$ cat src/shared/srb_pkg.sv
// Shared constants, types and helpers for the reset-state register bank
`default_nettype none
package srb_pkg;
    // Avalon word address width and register word indices
    localparam int unsigned SRB_AW = 3;
    localparam logic [2:0] SRB_IDX_RCAUSE = 3'h0;
    localparam logic [2:0] SRB_IDX_OSC = 3'h1;
    localparam logic [2:0] SRB_IDX_RTC = 3'h2;
    localparam logic [2:0] SRB_IDX_NVM = 3'h3;
    localparam logic [2:0] SRB_IDX_IPC_ADC = 3'h4;
    localparam logic [2:0] SRB_IDX_IRQ_PRIORITY_CTRL_THREE = 3'h5;

    // Priority registers: reset values and implemented-bit masks
    localparam logic [15:0] SRB_IRQ_PRIORITY_CTRL_THREE_RST = 16'h4444;
    localparam logic [15:0] SRB_IRQ_PRIORITY_CTRL_THREE_MASK = 16'h7777;
    localparam logic [15:0] SRB_IPC_ADC_RST = 16'h0044;
    localparam logic [15:0] SRB_IPC_ADC_MASK = 16'h0077;
    localparam int unsigned SRB_FLD_HI = 12;
    localparam int unsigned SRB_FLD_MH = 8;
    localparam int unsigned SRB_FLD_ML = 4;
    localparam int unsigned SRB_FLD_LO = 0;

    // Oscillator control layout
    localparam int unsigned SRB_OSC_CUR_LSB = 0;
    localparam int unsigned SRB_OSC_NEW_LSB = 4;
    localparam int unsigned SRB_OSC_COLD_BIT = 15;
    localparam logic [15:0] SRB_OSC_RST = 16'h0000;
    localparam logic [15:0] SRB_OSC_WMASK = 16'h0070;

    // Reset cause, calibration and nonvolatile control
    localparam logic [15:0] SRB_RCAUSE_WMASK = 16'h00ff;
    localparam logic [15:0] SRB_RTC_POR = 16'h0000;
    localparam logic [15:0] SRB_NVM_POR = 16'h0000;

    typedef logic [2:0] srb_prio_t;

    // Kind of the reset just released, one bit per source
    typedef struct packed {
        logic cfg_mismatch;
        logic illegal_op;
        logic trap;
        logic sw_reset;
        logic wdt;
        logic ext_reset;
        logic brownout;
        logic power_on;
    } srb_cause_s;

    typedef struct packed {
        logic [SRB_AW-1:0] address;
        logic read;
        logic write;
        logic [31:0] writedata;
        logic [3:0] byteenable;
    } srb_avm_req_s;

    typedef struct packed {
        srb_prio_t serial_port3_event_priority;
        srb_prio_t serial_port3_fault_priority;
        srb_prio_t uart4_transmit_priority;
        srb_prio_t uart4_receive_priority;
        srb_prio_t adc_done_priority;
        srb_prio_t uart1_transmit_priority;
    } srb_prio_s;

    typedef enum logic {SRB_LOAD, SRB_RUN} srb_state_e;

    // Byte enables widened to a 16-bit bit mask
    function automatic logic [15:0] srb_be_mask(input logic [3:0] be);
        srb_be_mask = {{8{be[1]}}, {8{be[0]}}};
    endfunction

    // Merge write data into an old value under a bit mask
    function automatic logic [15:0] srb_merge(input logic [15:0] old_v,
        input logic [15:0] new_v, input logic [15:0] mask);
        srb_merge = (old_v & ~mask) | (new_v & mask);
    endfunction
endpackage
`default_nettype wire

$ cat src/hw/srb_prio_reg.sv
// One interrupt priority register with masked writes
`timescale 1ns/100ps
`default_nettype none
module srb_prio_reg import srb_pkg::*; #(
    parameter logic [15:0] RST_VAL = 16'h0000,
    parameter logic [15:0] IMPL_MASK = 16'hffff
) (
    input wire logic clock,
    input wire logic rst_n,
    input wire logic wr_en,
    input wire logic [15:0] wr_data,
    input wire logic [15:0] wr_mask,
    output logic [15:0] value_r
);
    logic [15:0] value_nxt;

    // Unimplemented bits never take write data, so they stay zero
    always_comb begin
        value_nxt = value_r;
        if (wr_en) begin
            value_nxt = srb_merge(value_r, wr_data, wr_mask & IMPL_MASK);
        end
    end

    // Every field comes out of reset at the level that RST_VAL gives it
    always_ff @(posedge clock or negedge rst_n) begin
        if (!rst_n) begin
            value_r <= RST_VAL;
        end else begin
            value_r <= value_nxt;
        end
    end
endmodule
`default_nettype wire

$ cat src/hw/srb_regs.sv
// Reset-state register bank with interrupt priority registers
`timescale 1ns/100ps
`default_nettype none
module srb_regs import srb_pkg::*; (
    input wire logic clock,
    input wire logic rst_n,
    input wire srb_cause_s reset_cause,
    input wire logic [2:0] initial_oscillator_select,
    input wire srb_avm_req_s avm_req,
    output logic avm_waitrequest,
    output logic [31:0] avm_readdata,
    output srb_prio_s prio_levels,
    output logic [2:0] osc_current_select,
    output logic [2:0] osc_new_select
);
    // State cleared by every reset
    typedef struct packed {
        srb_state_e state;
        logic waitrequest;
        logic [31:0] readdata;
        logic [15:0] osc;
    } srb_core_s;

    // State that only power-on, software or the cause of a warm reset may change
    typedef struct packed {
        logic [15:0] rcause;
        logic [15:0] rtc;
        logic [15:0] nvm;
    } srb_keep_s;

    srb_core_s core_r;
    srb_core_s core_nxt;
    srb_keep_s keep_r;
    srb_keep_s keep_nxt;
    logic [15:0] irq_priority_ctrl_three_r;
    logic [15:0] ipc_adc_r;
    logic go;
    logic loading;
    logic [15:0] wmask;
    logic [15:0] wdata;
    logic [15:0] rd_val;

    // One request accepted per handshake; never while loading
    assign loading = (core_r.state == SRB_LOAD);
    assign go = !loading && core_r.waitrequest &&
        (avm_req.read || avm_req.write);
    assign wmask = srb_be_mask(avm_req.byteenable);
    assign wdata = avm_req.writedata[15:0];

    // Read mux; unmapped words read as zero
    always_comb begin
        rd_val = 16'h0000;
        if (avm_req.address == SRB_IDX_RCAUSE) begin
            rd_val = keep_r.rcause;
        end else if (avm_req.address == SRB_IDX_OSC) begin
            rd_val = core_r.osc;
        end else if (avm_req.address == SRB_IDX_RTC) begin
            rd_val = keep_r.rtc;
        end else if (avm_req.address == SRB_IDX_NVM) begin
            rd_val = keep_r.nvm;
        end else if (avm_req.address == SRB_IDX_IPC_ADC) begin
            rd_val = ipc_adc_r;
        end else if (avm_req.address == SRB_IDX_IRQ_PRIORITY_CTRL_THREE) begin
            rd_val = irq_priority_ctrl_three_r;
        end
    end

    // Priority registers: plain fixed defaults on any reset
    srb_prio_reg #(
        .RST_VAL(SRB_IRQ_PRIORITY_CTRL_THREE_RST),
        .IMPL_MASK(SRB_IRQ_PRIORITY_CTRL_THREE_MASK)
    ) u_irq_priority_ctrl_three (
        .clock(clock),
        .rst_n(rst_n),
        .wr_en(go && avm_req.write && avm_req.address == SRB_IDX_IRQ_PRIORITY_CTRL_THREE),
        .wr_data(wdata),
        .wr_mask(wmask),
        .value_r(irq_priority_ctrl_three_r)
    );

    srb_prio_reg #(
        .RST_VAL(SRB_IPC_ADC_RST),
        .IMPL_MASK(SRB_IPC_ADC_MASK)
    ) u_ipc_adc (
        .clock(clock),
        .rst_n(rst_n),
        .wr_en(go && avm_req.write && avm_req.address == SRB_IDX_IPC_ADC),
        .wr_data(wdata),
        .wr_mask(wmask),
        .value_r(ipc_adc_r)
    );

    // Core: one load cycle after release, then bus service
    always_comb begin
        core_nxt = core_r;
        core_nxt.waitrequest = 1'b1;
        case (core_r.state)
            SRB_LOAD: begin
                // Cause and strap are caught here, not under reset
                core_nxt.osc = SRB_OSC_RST;
                core_nxt.osc[SRB_OSC_CUR_LSB +: 3] =
                    initial_oscillator_select;
                core_nxt.osc[SRB_OSC_NEW_LSB +: 3] =
                    initial_oscillator_select;
                core_nxt.osc[SRB_OSC_COLD_BIT] = reset_cause.power_on;
                core_nxt.state = SRB_RUN;
            end
            SRB_RUN: begin
                if (go) begin
                    core_nxt.waitrequest = 1'b0;
                    if (avm_req.read) begin
                        core_nxt.readdata = {16'h0000, rd_val};
                    end
                    if (avm_req.write && avm_req.address == SRB_IDX_OSC) begin
                        core_nxt.osc = srb_merge(core_r.osc, wdata,
                            wmask & SRB_OSC_WMASK);
                    end
                end
            end
            default: core_nxt.state = SRB_LOAD;
        endcase
    end

    // Retained registers: power-on loads, other resets keep rtc and nvm and add their cause to rcause
    always_comb begin
        keep_nxt = keep_r;
        if (loading) begin
            if (reset_cause.power_on) begin
                keep_nxt.rcause = {8'h00, reset_cause};
                keep_nxt.rtc = SRB_RTC_POR;
                keep_nxt.nvm = SRB_NVM_POR;
            end else begin
                // Earlier causes accumulate until software clears them
                keep_nxt.rcause = keep_r.rcause | {8'h00, reset_cause};
            end
        end else if (go && avm_req.write) begin
            if (avm_req.address == SRB_IDX_RCAUSE) begin
                keep_nxt.rcause = srb_merge(keep_r.rcause, wdata,
                    wmask & SRB_RCAUSE_WMASK);
            end else if (avm_req.address == SRB_IDX_RTC) begin
                keep_nxt.rtc = srb_merge(keep_r.rtc, wdata, wmask);
            end else if (avm_req.address == SRB_IDX_NVM) begin
                keep_nxt.nvm = srb_merge(keep_r.nvm, wdata, wmask);
            end
        end
    end

    // Core state starts from constants on every reset
    always_ff @(posedge clock or negedge rst_n) begin
        if (!rst_n) begin
            core_r.state <= SRB_LOAD;
            core_r.waitrequest <= 1'b1;
            core_r.readdata <= 32'h0000_0000;
            core_r.osc <= SRB_OSC_RST;
        end else begin
            core_r <= core_nxt;
        end
    end

    // No reset here: contents must survive non-power-on resets
    always_ff @(posedge clock) begin
        if (rst_n) begin
            keep_r <= keep_nxt;
        end
    end

    // Outputs taken straight from flops; zero level disables a source
    assign avm_waitrequest = core_r.waitrequest;
    assign avm_readdata = core_r.readdata;
    assign osc_current_select = core_r.osc[SRB_OSC_CUR_LSB +: 3];
    assign osc_new_select = core_r.osc[SRB_OSC_NEW_LSB +: 3];
    assign prio_levels.serial_port3_event_priority =
        irq_priority_ctrl_three_r[SRB_FLD_HI +: 3];
    assign prio_levels.serial_port3_fault_priority = irq_priority_ctrl_three_r[SRB_FLD_MH +: 3];
    assign prio_levels.uart4_transmit_priority = irq_priority_ctrl_three_r[SRB_FLD_ML +: 3];
    assign prio_levels.uart4_receive_priority = irq_priority_ctrl_three_r[SRB_FLD_LO +: 3];
    assign prio_levels.adc_done_priority = ipc_adc_r[SRB_FLD_ML +: 3];
    assign prio_levels.uart1_transmit_priority = ipc_adc_r[SRB_FLD_LO +: 3];
endmodule
`default_nettype wire

$ cat config.mk
export PLATFORM = sky130hd
export DESIGN_NAME = srb_regs
export DESIGN_NICKNAME = d
export VERILOG_FILES = /design/src/shared/srb_pkg.sv /design/src/hw/srb_prio_reg.sv /design/src/hw/srb_regs.sv
export SDC_FILE = /design/constraint.sdc
export NUM_CORES = 1
export LEC_CHECK = 0
export ABC_AREA = 1
export BUFFER_PORTS_ARGS = -buffer_cell sky130_fd_sc_hd__buf_2
export CORE_MARGIN = 8
export CORE_UTILIZATION = 49
export CTS_CLUSTER_DIAMETER = 60
export DETAILED_ROUTE_END_ITERATION = 10
export HOLD_SLACK_MARGIN = 0.12
export PLACE_DENSITY = 0.8
export SKIP_CTS_REPAIR_TIMING = 1
export SLEW_MARGIN = 20
export SYNTH_ARGS = -nofsm -noshare
export SYNTH_HDL_FRONTEND = slang
export SYNTH_HIERARCHICAL = 1
export SYNTH_SLANG_ARGS = --single-unit
$ cat constraint.sdc
create_clock -name clock -period 1.8 [get_ports clock]
set_clock_uncertainty 0.05 [all_clocks]
set_input_delay 0 -clock clock [delete_from_list [all_inputs] [get_ports clock]]
set_output_delay 0 -clock clock [all_outputs]
set_load 0.005 [all_outputs]
## Word level (Yosys, flattened, before mapping)

Index checks and enable logic that the tools add are counted.

- Flip-flop bits (word level): 114
- Bits of input ports: 54
- Output and inout port bits: 57
- Word-level logic and storage cells: 80

- Equality and inequality tests: 13
- Muxes and demuxes: 20
- Bitwise operators: 24
- Reduce and logical (&&, ||, !) cells: 14

Operators by type and width:

| kind | count |
|---|---|
| 2-to-1 mux 16 bit | 13 |
| AND 16 bit | 7 |
| 2-to-1 mux 48 bit | 2 |
| OR 16 bit | 6 |
| 2-to-1 mux 32 bit | 2 |
| 2-to-1 mux 49 bit | 1 |
| 2-to-1 mux 33 bit | 1 |
| AND 16 x 7 -> 16 bit | 2 |
| NOT 7 -> 16 bit | 2 |
| one-hot mux 16 bit (2 select lines) | 1 |
| AND 16 x 15 -> 16 bit | 1 |
| AND 16 x 8 -> 16 bit | 1 |
| NOT 15 -> 16 bit | 1 |
| NOT 16 bit | 1 |
| NOT 8 -> 16 bit | 1 |
| OR 16 x 8 -> 16 bit | 1 |
| != test 2 x 1 -> 1 bit (second input constant) | 6 |
| equality test 3 x 2 -> 1 bit (second input constant) | 2 |
| equality test 3 bit (second input constant) | 2 |
| logical AND 1 bit | 6 |
| AND reduction 3 bit | 2 |
| AND reduction 6 bit | 1 |
| AND reduction 5 bit | 1 |
| != test 2 bit (second input constant) | 2 |
| other kinds (6) | 6 |

## Depth between registers and ports, before layout

Gate-level depths: netlist (run 1).

- Word-level depth: 10
- Mapped depth: 9
- Gate-level depth less buffers: 8

## Cells and area by module

The synthesis (run 1) kept the hierarchy.

Modules (own cells, without submodules):

| module | instances | cells each | area an instance (µm²) | sequential area each (µm²) |
|---|---|---|---|---|
| srb_regs | 1 | 444 | 3702.3 | 1828.0 |
| srb_prio_reg (u_irq_priority_ctrl_three) | 1 | 67 | 556.8 | 305.3 |
| srb_prio_reg (u_ipc_adc) | 1 | 42 | 340.3 | 152.6 |

## Least setup slack after synthesis (run 1)

No wires, ideal clock.

- Path type: flip-flop to flip-flop
- Start point: register core_r[49] in the netlist's numbering
- End point: register keep_r[16] in the netlist's numbering (enable)
- Setup time: 0.394 ns
- Arrival: 1.588 ns
- Data required time: 1.356 ns
- Path slack: -0.232 ns
- Stages on the path, launching flop included: 5
- Buffers on the path: 1
- Clock period less this slack: 2.032 ns
- Cells stage by stage: dfrtp_1 -> inv_1 -> buf_2 -> nand2_1 -> a21oi_1

- Longest elaborated chain between the ends: 5
- Elaborated cells on any way between the ends: 8
- Classes of those cells: 3 x eq/ne; 5 x reduce/logical

RTL lines:

| what | RTL line | source |
|---|---|---|
| from (decl) | srb_regs.sv:31 | `srb_core_s core_r;` |
| from (signal assigned) | srb_regs.sv:156 | `core_r <= core_nxt;` |
| logical AND 1 bit (2 in a row) | srb_regs.sv:45 | `assign go = !loading && core_r.waitrequest &&` |
| logical AND 1 bit | srb_regs.sv:136 | `end else if (go && avm_req.write) begin` |
| != test 2 x 1 -> 1 bit (no source line) | - |  |
| AND reduction 5 bit (no source line) * | - |  |
| to (signal assigned) | srb_regs.sv:163 | `keep_r <= keep_nxt;` |
| to (decl) | srb_regs.sv:33 | `srb_keep_s keep_r;` |

Mark *: on every way between the ends. The rest lies on a longest branch, timed or not.
A chain may end at the register's enable or synchronous reset.

## Worst setup path after layout (run 1)

- Start point: register core_r (netlist bit avm_waitrequest)
- End point: register u_ipc_adc.value_r[1]

- Longest elaborated chain between the ends: 4

RTL lines:

| what | RTL line | source |
|---|---|---|
| logical AND 1 bit (2 in a row) | srb_regs.sv:45 |  |
| logical AND 1 bit (2 in a row) | srb_regs.sv:87 | `.wr_en(go && avm_req.write && avm_req.address == SRB_IDX_IPC_ADC),` |
| to (signal assigned) | srb_prio_reg.sv:30 | `value_r <= value_nxt;` |
| to (decl) | srb_prio_reg.sv:13 | `output logic [15:0] value_r` |

No other way between the ends.

==> results of run 1 <==
kinds of logic (layout without fill, tap and decap cells):
group	after synthesis	count (layout)	share of synthesized area, %
DFF	83	83	49.7
buffers and inverters	102	173	14.0
and+or+nand+nor	295	295	27.9
AOI/OAI and AO/OA	69	69	8.13
other	4	31	0.326
sequential cells by signal, summed over array words and instances (netlist names):
name and flops:
keep_r 40, avm_readdata 16, u_irq_priority_ctrl_three/value_r 12, u_ipc_adc/value_r 6, osc_current_select 3, osc_new_select 3
core_r 2, avm_waitrequest 1
worst max-delay path, cell delays in order (launching register included):
cell	delay [ps]
dfstp_2	550
nand2_1	50
inv_1	130
nand2_1	140
nor4_1	220
buf_4	240
nand2_1	70
nand2_1	70
nand2_1	50
stage by stage:
| step | total power (W) | instances |
|---|---|---|
| floorplan | 0.00286 | 580 |
| global placement | 0.00306 | 714 |
| detailed placement | 0.00309 | 714 |
| CTS | 0.00476 | 730 |
| global route | 0.00500 | 762 |
| finish | 0.00481 | 762 |
cells in the final DEF, fill, tap and decap left out, types with 2 or more instances in the layout:
cell type,synthesis,layout
inv_1,27,27
nand4_1,17,17
o21ai_0,31,31
o22ai_1,2,2
clkinv_1,1,2
edfxtp_1,40,40
dfrtp_1,36,36
a21boi_1,2,2
clkbuf_8,0,9
a21oi_2,1,2
dfstp_2,7,7
or2_2,2,2
nor3_2,1,2
inv_2,3,3
nand2_1,203,203
nand3_1,48,48
buf_2,7,76
buf_12,0,2
conb_1,4,31
nor2_1,11,11
buf_4,55,16
o21ai_1,6,6
a21oi_1,20,19
o211ai_1,2,2
a22oi_1,5,5
bufinv_16,0,3
dlygate4sd3_1,0,32
nor2_4,2,2
nor2_2,4,4
how the worst max path moves through the flow:
stage | from | cells past startpoint | slack [ps] | end
after floorplan | avm_waitrequest | 4 | 70 | keep_r[16]
after global placement | avm_waitrequest | 8 | 230 | u_ipc_adc/value_r[4]
after detailed placement | avm_waitrequest | 8 | 140 | u_ipc_adc/value_r[1]
after CTS | avm_waitrequest | 8 | 110 | u_ipc_adc/value_r[1]
after global routing | avm_waitrequest | 8 | 2 | u_ipc_adc/value_r[1]
final | avm_waitrequest | 8 | 120 | u_ipc_adc/value_r[1]
per-layer routing:
layer	vias up	wire length (um)	part of all wire [%]	global-route usage (%)
met5	-	0	0	0
met4	0	188	1.6	6.04
met3	19	1240	10	5.48
met2	198	5570	46	28.7
met1	1878	5030	42	23.7
li1	1934	-	-	-
area by class of cell:
type / count / area (um2) / share of cell area [%]
clock buffers: 10 / 149 / 2.73
clock inverters: 6 / 110 / 2.02
inverters: 31 / 116 / 2.13
multi-input cells: 395 / 1800 / 32.9
flip-flops and latches: 83 / 2290 / 41.9
well taps: 111 / 139 / 2.55
repair buffers: 126 / 861 / 15.8
power by group through the flow:
stage,registers [W],logic (W),clock network [W]
after floorplan,0.00233,0.000524,0
after global placement,0.00235,0.000715,0
after detailed placement,0.00235,0.000735,0
after CTS,0.00232,0.000741,0.00170
after global routing,0.00234,0.000891,0.00177
final,0.00232,0.000797,0.00169
==> flow_summary.json, run 1 <==
{
  "status": "complete, no violations",
  "place_ws_ps": 139,
  "dpl.hpwl_um": 8450,
  "async_flop_share_pct": 51.8,
  "rows": 35,
  "final_antenna_net_count": 0,
  "cp.required_ps": 2000,
  "period_share_pct": 93.5,
  "cts_tree": "yes",
  "gp_congestion": 0.868,
  "p_per_area_nw_per_um2": 881,
  "critPathKind": "reg -> reg",
  "n_fill_cell": 790,
  "finalHoldViolCount": 0,
  "final_max_slew_viol_count": 0,
  "whs_path_depth": 6,
  "die_h_um": 113,
  "pin_count": 111,
  "synth_most_common_cell": "nand2_1",
  "drc": 0,
  "wirelength_um": 12000,
  "fin_area_um2": 5460,
  "hold_start": "avm_req[40]",
  "portBuffers": 76,
  "coreArea_um2": 9200,
  "synth_area_um2": 4600,
  "endpoint_kind": "flop",
  "yosysUniqueCellTypes": 34,
  "die_w_um": 113,
  "cts_buffers": 9,
  "rsz0062_at_grt": "no",
  "r2r_cells": 8,
  "ys.flop_type": "edfxtp_1",
  "min_to": "avm_readdata[15]",
  "syn_inst": 553,
  "yosysTopAreaCell": "edfxtp_1",
  "clk_path_buf_depth": 2,
  "start_util_pct": 50.0,
  "hold_path.class": "in -> reg",
  "p_comb_share_pct": 16.6,
  "grt_first_pass_wirelength_um": 18800,
  "fmax_mhz": 594,
  "syn_area_per_cell_um2": 8.32,
  "setup_violations": 0,
  "reg2reg_to": "u_ipc_adc/value_r[1]",
  "first_iter_violations": 430,
  "ctsHtreeMaxLevel": 3,
  "slew_headroom_pct": 58.9,
  "synth_edf_count": 40,
  "track_usage_pct": 18.3,
  "finalWorstPathRequiredPeriod_ps": 1680,
  "worstSkewPairLatency_ps": 360,
  "finalWorstSetupSlack_ps": 118,
  "vdd_drop_max_uv": 378,
  "rrSetupSlack_ps": 120,
  "avgRoutedWirePerCell_um": 15.8,
  "whs_ps": 127,
  "swShare_pct": 26.5,
  "grt_max_degree": 44,
  "diodes": 0,
  "p_sw_w": 0.00127,
  "synth_seq_cells": 83,
  "r2r-start": "avm_waitrequest",
  "routed_via_density": 5.29,
  "tns_ps": 0,
  "antenna_found_initial": 0,
  "drive_gt1_share_pct": 20.9,
  "placed_area_um2": 4880,
  "clock-sinks": 83,
  "synth_top_area_share_pct": 26.1,
  "maxCapViolations": 0,
  "overflow": 0,
  "nets": 700,
  "ys_warn_count": 6,
  "vias": 4029,
  "p_leak_nw": 2.63,
  "worst-path-max-fanout": 12,
  "synth.yosys.seq_area_share_pct": 49.7,
  "worst_pin_slew_ps": 610,
  "areaGrowthSynthToFinish_pct": 18.6,
  "drt_first_pass_iters": 5,
  "cts_root_buf": "clkbuf_8",
  "grt_pass1_vias": 3778,
  "synth_commonest_cells": "203 x nand2_1, 55 x buf_4, 48 x nand3_1",
  "die-area_um2": 12700,
  "clkPwrFrac_pct": 35.2,
  "synth.area.top_cells": "edfxtp_1 26%, dfrtp_1 20%, nand2_1 17%",
  "postLayoutCoreUtil_pct": 59.3,
  "start_kind": "flop",
  "power.internal_w": 0.00353,
  "power_frac_seq_pct": 48.2,
  "cts.clk_slew.worst_paths_ps": 80,
  "worstPathArrival_ps": 1880
}
Note: power is estimated with default switching activity, not from simulation.
==> inputs of run 2 (changes only) <==
- BUFFER_PORTS_ARGS: -buffer_cell sky130_fd_sc_hd__buf_2 -> -buffer_cell sky130_fd_sc_hd__clkbuf_2
- CORE_MARGIN: 8 -> 2
==> run 2 against run 1 <==
  * Count of clock-buffer cells in the layout fell by 1
  * Largest cell class unchanged
  * Critical path depth fell by 2
  * Critical endpoint is now avm_readdata[3]
  * Clock power shrank 18%
  * Die area shrank 20%
  * First-iteration DRC count up 22%
  * Routed wire length down 6.0%
==> flow_summary.json, run 2 (synthesis results as in run 1) <==
{
  "cts_root_buf": "clkbuf_8",
  "first_iter_violations": 525,
  "die_w_um": 101,
  "critPathKind": "reg -> reg",
  "finalWorstPathRequiredPeriod_ps": 1660,
  "cts.clk_slew.worst_paths_ps": 90,
  "gp_congestion": 0.903,
  "vias": 4032,
  "largest_reg_flops": 40,
  "fmax_mhz": 602,
  "p_sw_w": 0.00132,
  "rows": 35,
  "p_per_area_nw_per_um2": 834,
  "die-area_um2": 10200,
  "mostFrequentLayoutCell": "nand2_1",
  "routed_via_density": 5.28,
  "power.internal_w": 0.00318,
  "cts_tree": "yes",
  "power_frac_seq_pct": 51.7,
  "portBuffers": 76,
  "vdd_drop_max_uv": 474,
  "cts_buffers": 9,
  "areaGrowthSynthToFinish_pct": 17.3,
  "cp.required_ps": 2010,
  "start_kind": "flop",
  "track_usage_pct": 22.5,
  "drt_first_pass_iters": 5,
  "nets": 701,
  "drive_gt1_share_pct": 21.2,
  "overflow": 0,
  "diodes": 0,
  "clkPwrFrac_pct": 31.0,
  "endpoint_kind": "flop",
  "pin_count": 111,
  "antenna_found_initial": 0,
  "n_fill_cell": 775,
  "p_leak_nw": 2.60,
  "swShare_pct": 29.3,
  "wirelength_um": 11300,
  "worstSkewPairLatency_ps": 370,
  "worst_pin_slew_ps": 594,
  "clk_path_buf_depth": 2,
  "final_cell_mix": "203 x nand2_1, 76 x clkbuf_2, 48 x nand3_1",
  "rsz0062_at_grt": "no",
  "grt_pass1_vias": 3490,
  "coreArea_um2": 9150,
  "maxCapViolations": 0,
  "setup_violations": 0,
  "die_h_um": 101,
  "worstPathArrival_ps": 1880,
  "hold_path.class": "in -> reg",
  "avgRoutedWirePerCell_um": 14.8,
  "slew_headroom_pct": 60.0,
  "whs_ps": 112,
  "grt_first_pass_wirelength_um": 17500,
  "tns_ps": 0,
  "drc": 0,
  "final_antenna_net_count": 0,
  "grt_max_degree": 44,
  "period_share_pct": 92.3,
  "start_util_pct": 50.3,
  "finalHoldViolCount": 0,
  "p_comb_share_pct": 17.4,
  "largest_register": "keep_r",
  "rrSetupSlack_ps": 140,
  "worst-path-max-fanout": 17,
  "status": "complete, no violations",
  "ctsHtreeMaxLevel": 3,
  "final_max_slew_viol_count": 0,
  "clock-sinks": 83,
  "dpl.hpwl_um": 8040
}
run 2: changes by cell type in the layout (fill, tap and decap cells not counted), moves of 2 or more:
| cell | before | now |
|---|---|---|
| bufinv_16 | 3 | 1 |
| clkbuf_2 | 0 | 76 |
| buf_2 | 76 | 0 |
| buf_4 | 16 | 18 |
| inv_6 | 0 | 2 |
run 2: cell type report:
| cell class | count | area [um2] | share of cell area (%) |
|---|---|---|---|
| clock buffer | 9 | 124 | 2.30 |
| timing repair buffer | 127 | 856 | 15.9 |
| tap | 111 | 139 | 2.57 |
| sequential | 83 | 2290 | 42.4 |
| clock inverter | 7 | 75.1 | 1.39 |
| inverter | 31 | 116 | 2.16 |
| multi-input combinational | 395 | 1800 | 33.4 |
run 2: final timing paths:
kind                                       start                                    to  cells past startpoint
worst min register to register  avm_readdata[13]                      avm_readdata[13]                      2
worst min-delay path                 avm_req[40]                      avm_readdata[15]                      6
min in group asynchronous                  rst_n                      avm_readdata[15]                      3
max in group asynchronous                  rst_n  u_irq_priority_ctrl_three/value_r[2]                      3
worst max register to register        core_r[49]                       avm_readdata[3]                      6
worst max-delay path                  core_r[49]                       avm_readdata[3]                      6
run 2: metal layers:
metal | wire (um) | GRT usage, %
met1 | 4930 | 33.3
met2 | 5110 | 32.6
met3 | 1010 | 4.72
met4 | 265 | 8.75
met5 | 0 | 0
run 2: power groups by stage:
stage | combinational, W | sequential (W) | clock [W]
6_report | 0.000781 | 0.00232 | 0.00139
5_1_grt | 0.000877 | 0.00235 | 0.00146
4_1_cts | 0.000722 | 0.00232 | 0.00141
3_5_place_dp | 0.000719 | 0.00236 | 0
3_3_place_gp | 0.000697 | 0.00236 | 0
2_1_floorplan | 0.000524 | 0.00233 | 0
run 2: critical path, cell delays in order, from the launching register on:
cell and delay [ps]:
dfrtp_1 440, nand2_1 80, inv_1 80, nand2_2 310, inv_1 170, or2_2 300, a21boi_1 130
run 2: per-stage QoR:
step | total power [W] | std cells | util [%] | setup slack, ps | area (um2)
4_1_cts | 0.00445 | 731 | 55.4 | 168 | 5070
3_5_place_dp | 0.00308 | 715 | 53.2 | 185 | 4870
3_3_place_gp | 0.00305 | 715 | 53.2 | 215 | 4870
2_1_floorplan | 0.00286 | 580 | - | 69.9 | 4720
6_report | 0.00450 | 763 | 59.0 | 138 | 5400
5_1_grt | 0.00469 | 763 | 59.0 | 17.0 | 5400
==> inputs of run 3 (changes only) <==
- REMOVE_ABC_BUFFERS: unset -> 1
==> run 3 against run 2 <==
  * First-iteration DRC count is 34% lower
  * Setup slack improved by 24 ps
  * Critical path depth is 2 higher
  * Utilization grew 0.15 points
  * Hold slack better by 46 ps
  * Sequential share of layout area down 0.11 points
  * Register-to-register slack better by 20 ps
  * Combinational power rose by 0.6%
==> flow_summary.json, run 3 (synthesis results as in run 1) <==
{
  "vdd_drop_max_uv": 424,
  "critPathKind": "reg -> reg",
  "final_cell_mix": "203 x nand2_1, 76 x clkbuf_2, 48 x nand3_1",
  "grt_pass1_vias": 3727,
  "cts_root_buf": "clkbuf_8",
  "dr_wl_met3_um": 860,
  "fmax_mhz": 611,
  "die_h_um": 101,
  "clkPwrFrac_pct": 31.4,
  "largest_register": "keep_r",
  "placed_area_um2": 4880,
  "worst_pin_slew_ps": 756,
  "p_sw_w": 0.00131,
  "start_util_pct": 50.3,
  "drive_gt1_share_pct": 21.2,
  "finalWorstPathRequiredPeriod_ps": 1640,
  "crit_buf_inv": 2,
  "mostFrequentLayoutCell": "nand2_1",
  "routed_via_density": 5.34,
  "endpoint_kind": "flop",
  "vias": 4089,
  "avgRoutedWirePerCell_um": 14.8,
  "antenna_found_initial": 0,
  "rows": 35,
  "rsz0062_at_grt": "yes",
  "worstSkewPairLatency_ps": 370,
  "track_usage_pct": 23.0,
  "cp.required_ps": 2010,
  "grt_first_pass_wirelength_um": 18000,
  "power_frac_seq_pct": 51.3,
  "crit_chain": "nand2_1 > inv_1 > nand2_1 > nor4_2 > buf_6 > nand2_1 > nand2_1 > nand2_1",
  "pin_count": 111,
  "whs_ps": 158,
  "route.met2.wl_um": 5610,
  "gp_congestion": 0.860,
  "fin_area_um2": 5410,
  "die_w_um": 101,
  "slew_headroom_pct": 49.1,
  "wirelength_um": 11300,
  "grt_max_degree": 44,
  "cts.clk_slew.worst_paths_ps": 90,
  "portBuffers": 76,
  "coreArea_um2": 9150,
  "clock-sinks": 83,
  "setup_violations": 0,
  "power_w": 0.00453,
  "ctsHtreeMaxLevel": 3,
  "die-area_um2": 10200,
  "final_max_slew_viol_count": 0,
  "first_iter_violations": 349,
  "start_kind": "flop",
  "clk_path_buf_depth": 2,
  "dpl.hpwl_um": 8130,
  "areaGrowthSynthToFinish_pct": 17.6,
  "cp_slowest_cell": "dfstp_2",
  "max_stage_delay_ps": 550,
  "cp_top_family": "flip-flops",
  "cts_buffers": 9,
  "swShare_pct": 28.9,
  "wl_met1_um": 4610,
  "maxCapViolations": 0,
  "p_leak_nw": 2.61,
  "worst-path-max-fanout": 24,
  "largest_reg_flops": 40,
  "final_antenna_net_count": 0,
  "drc": 0,
  "power.internal_w": 0.00322,
  "hold_path.class": "in -> reg",
  "routed.top_layer": "met4",
  "nets": 704,
  "cts_tree": "yes",
  "postLayoutCoreUtil_pct": 59.1,
  "p_comb_share_pct": 17.3,
  "finalHoldViolCount": 0,
  "worst_path_most_repeated_cell": "nand2_1",
  "p_per_area_nw_per_um2": 838,
  "worstPathArrival_ps": 1850,
  "period_share_pct": 91.0,
  "status": "complete, no violations",
  "diodes": 0,
  "drt_first_pass_iters": 5,
  "overflow": 0
}
run 3: worst register-to-register path, stage by stage (launching register included):
cell and delay (ps):
dfstp_2 550, nand2_1 60, inv_1 130, nand2_1 110
nor4_2 180, buf_6 260, nand2_1 80, nand2_1 70
nand2_1 50
run 3: power groups by stage:
stage / clock, W / sequential (W) / combinational, W
6_report: 0.00142 / 0.00232 / 0.000786
5_1_grt: 0.00151 / 0.00235 / 0.000884
4_1_cts: 0.00144 / 0.00232 / 0.000730
3_5_place_dp: 0 / 0.00236 / 0.000728
3_3_place_gp: 0 / 0.00235 / 0.000700
2_1_floorplan: 0 / 0.00235 / 0.000325
run 3: per-layer routing:
| metal | vias up | track usage, % |
|---|---|---|
| met4 | 0 | 9.17 |
| met5 | - | 0 |
| met3 | 26 | 4.72 |
| met1 | 1939 | 28.9 |
| met2 | 183 | 38.9 |
| li1 | 1941 | - |
run 3: cell type report:
type	instances	area, um2
Fill cell	797	3740
Tap cell	111	139
Inverter	31	116
Clock inverter	6	71.3
Timing Repair Buffer	130	882
Multi-Input combinational cell	395	1780
Sequential cell	83	2290
Clock buffer	10	138
run 3: worst paths after layout:
check	startpoint	end	slack, ps	depth (start not counted)
worst min register to register	u_irq_priority_ctrl_three/value_r[10]	u_irq_priority_ctrl_three/value_r[10]	430	2
min in group asynchronous	rst_n	avm_readdata[9]	220	3
worst max register to register	avm_waitrequest	u_irq_priority_ctrl_three/value_r[0]	160	8
max in group asynchronous	rst_n	avm_readdata[3]	1080	3
worst max-delay path	avm_waitrequest	u_irq_priority_ctrl_three/value_r[0]	160	8
worst min-delay path	avm_req[40]	avm_readdata[15]	160	6
run 3: through the flow:
| stage | worst slack [ps] | instances | setup TNS, ps |
|---|---|---|---|
| final | 162 | 766 | 0 |
| after global routing | -3.39 | 766 | -3.39 |
| after global placement | 250 | 718 | 0 |
| after CTS | 141 | 734 | 0 |
| after detailed placement | 164 | 718 | 0 |
| after floorplan | -1010 | 509 | -32490 |
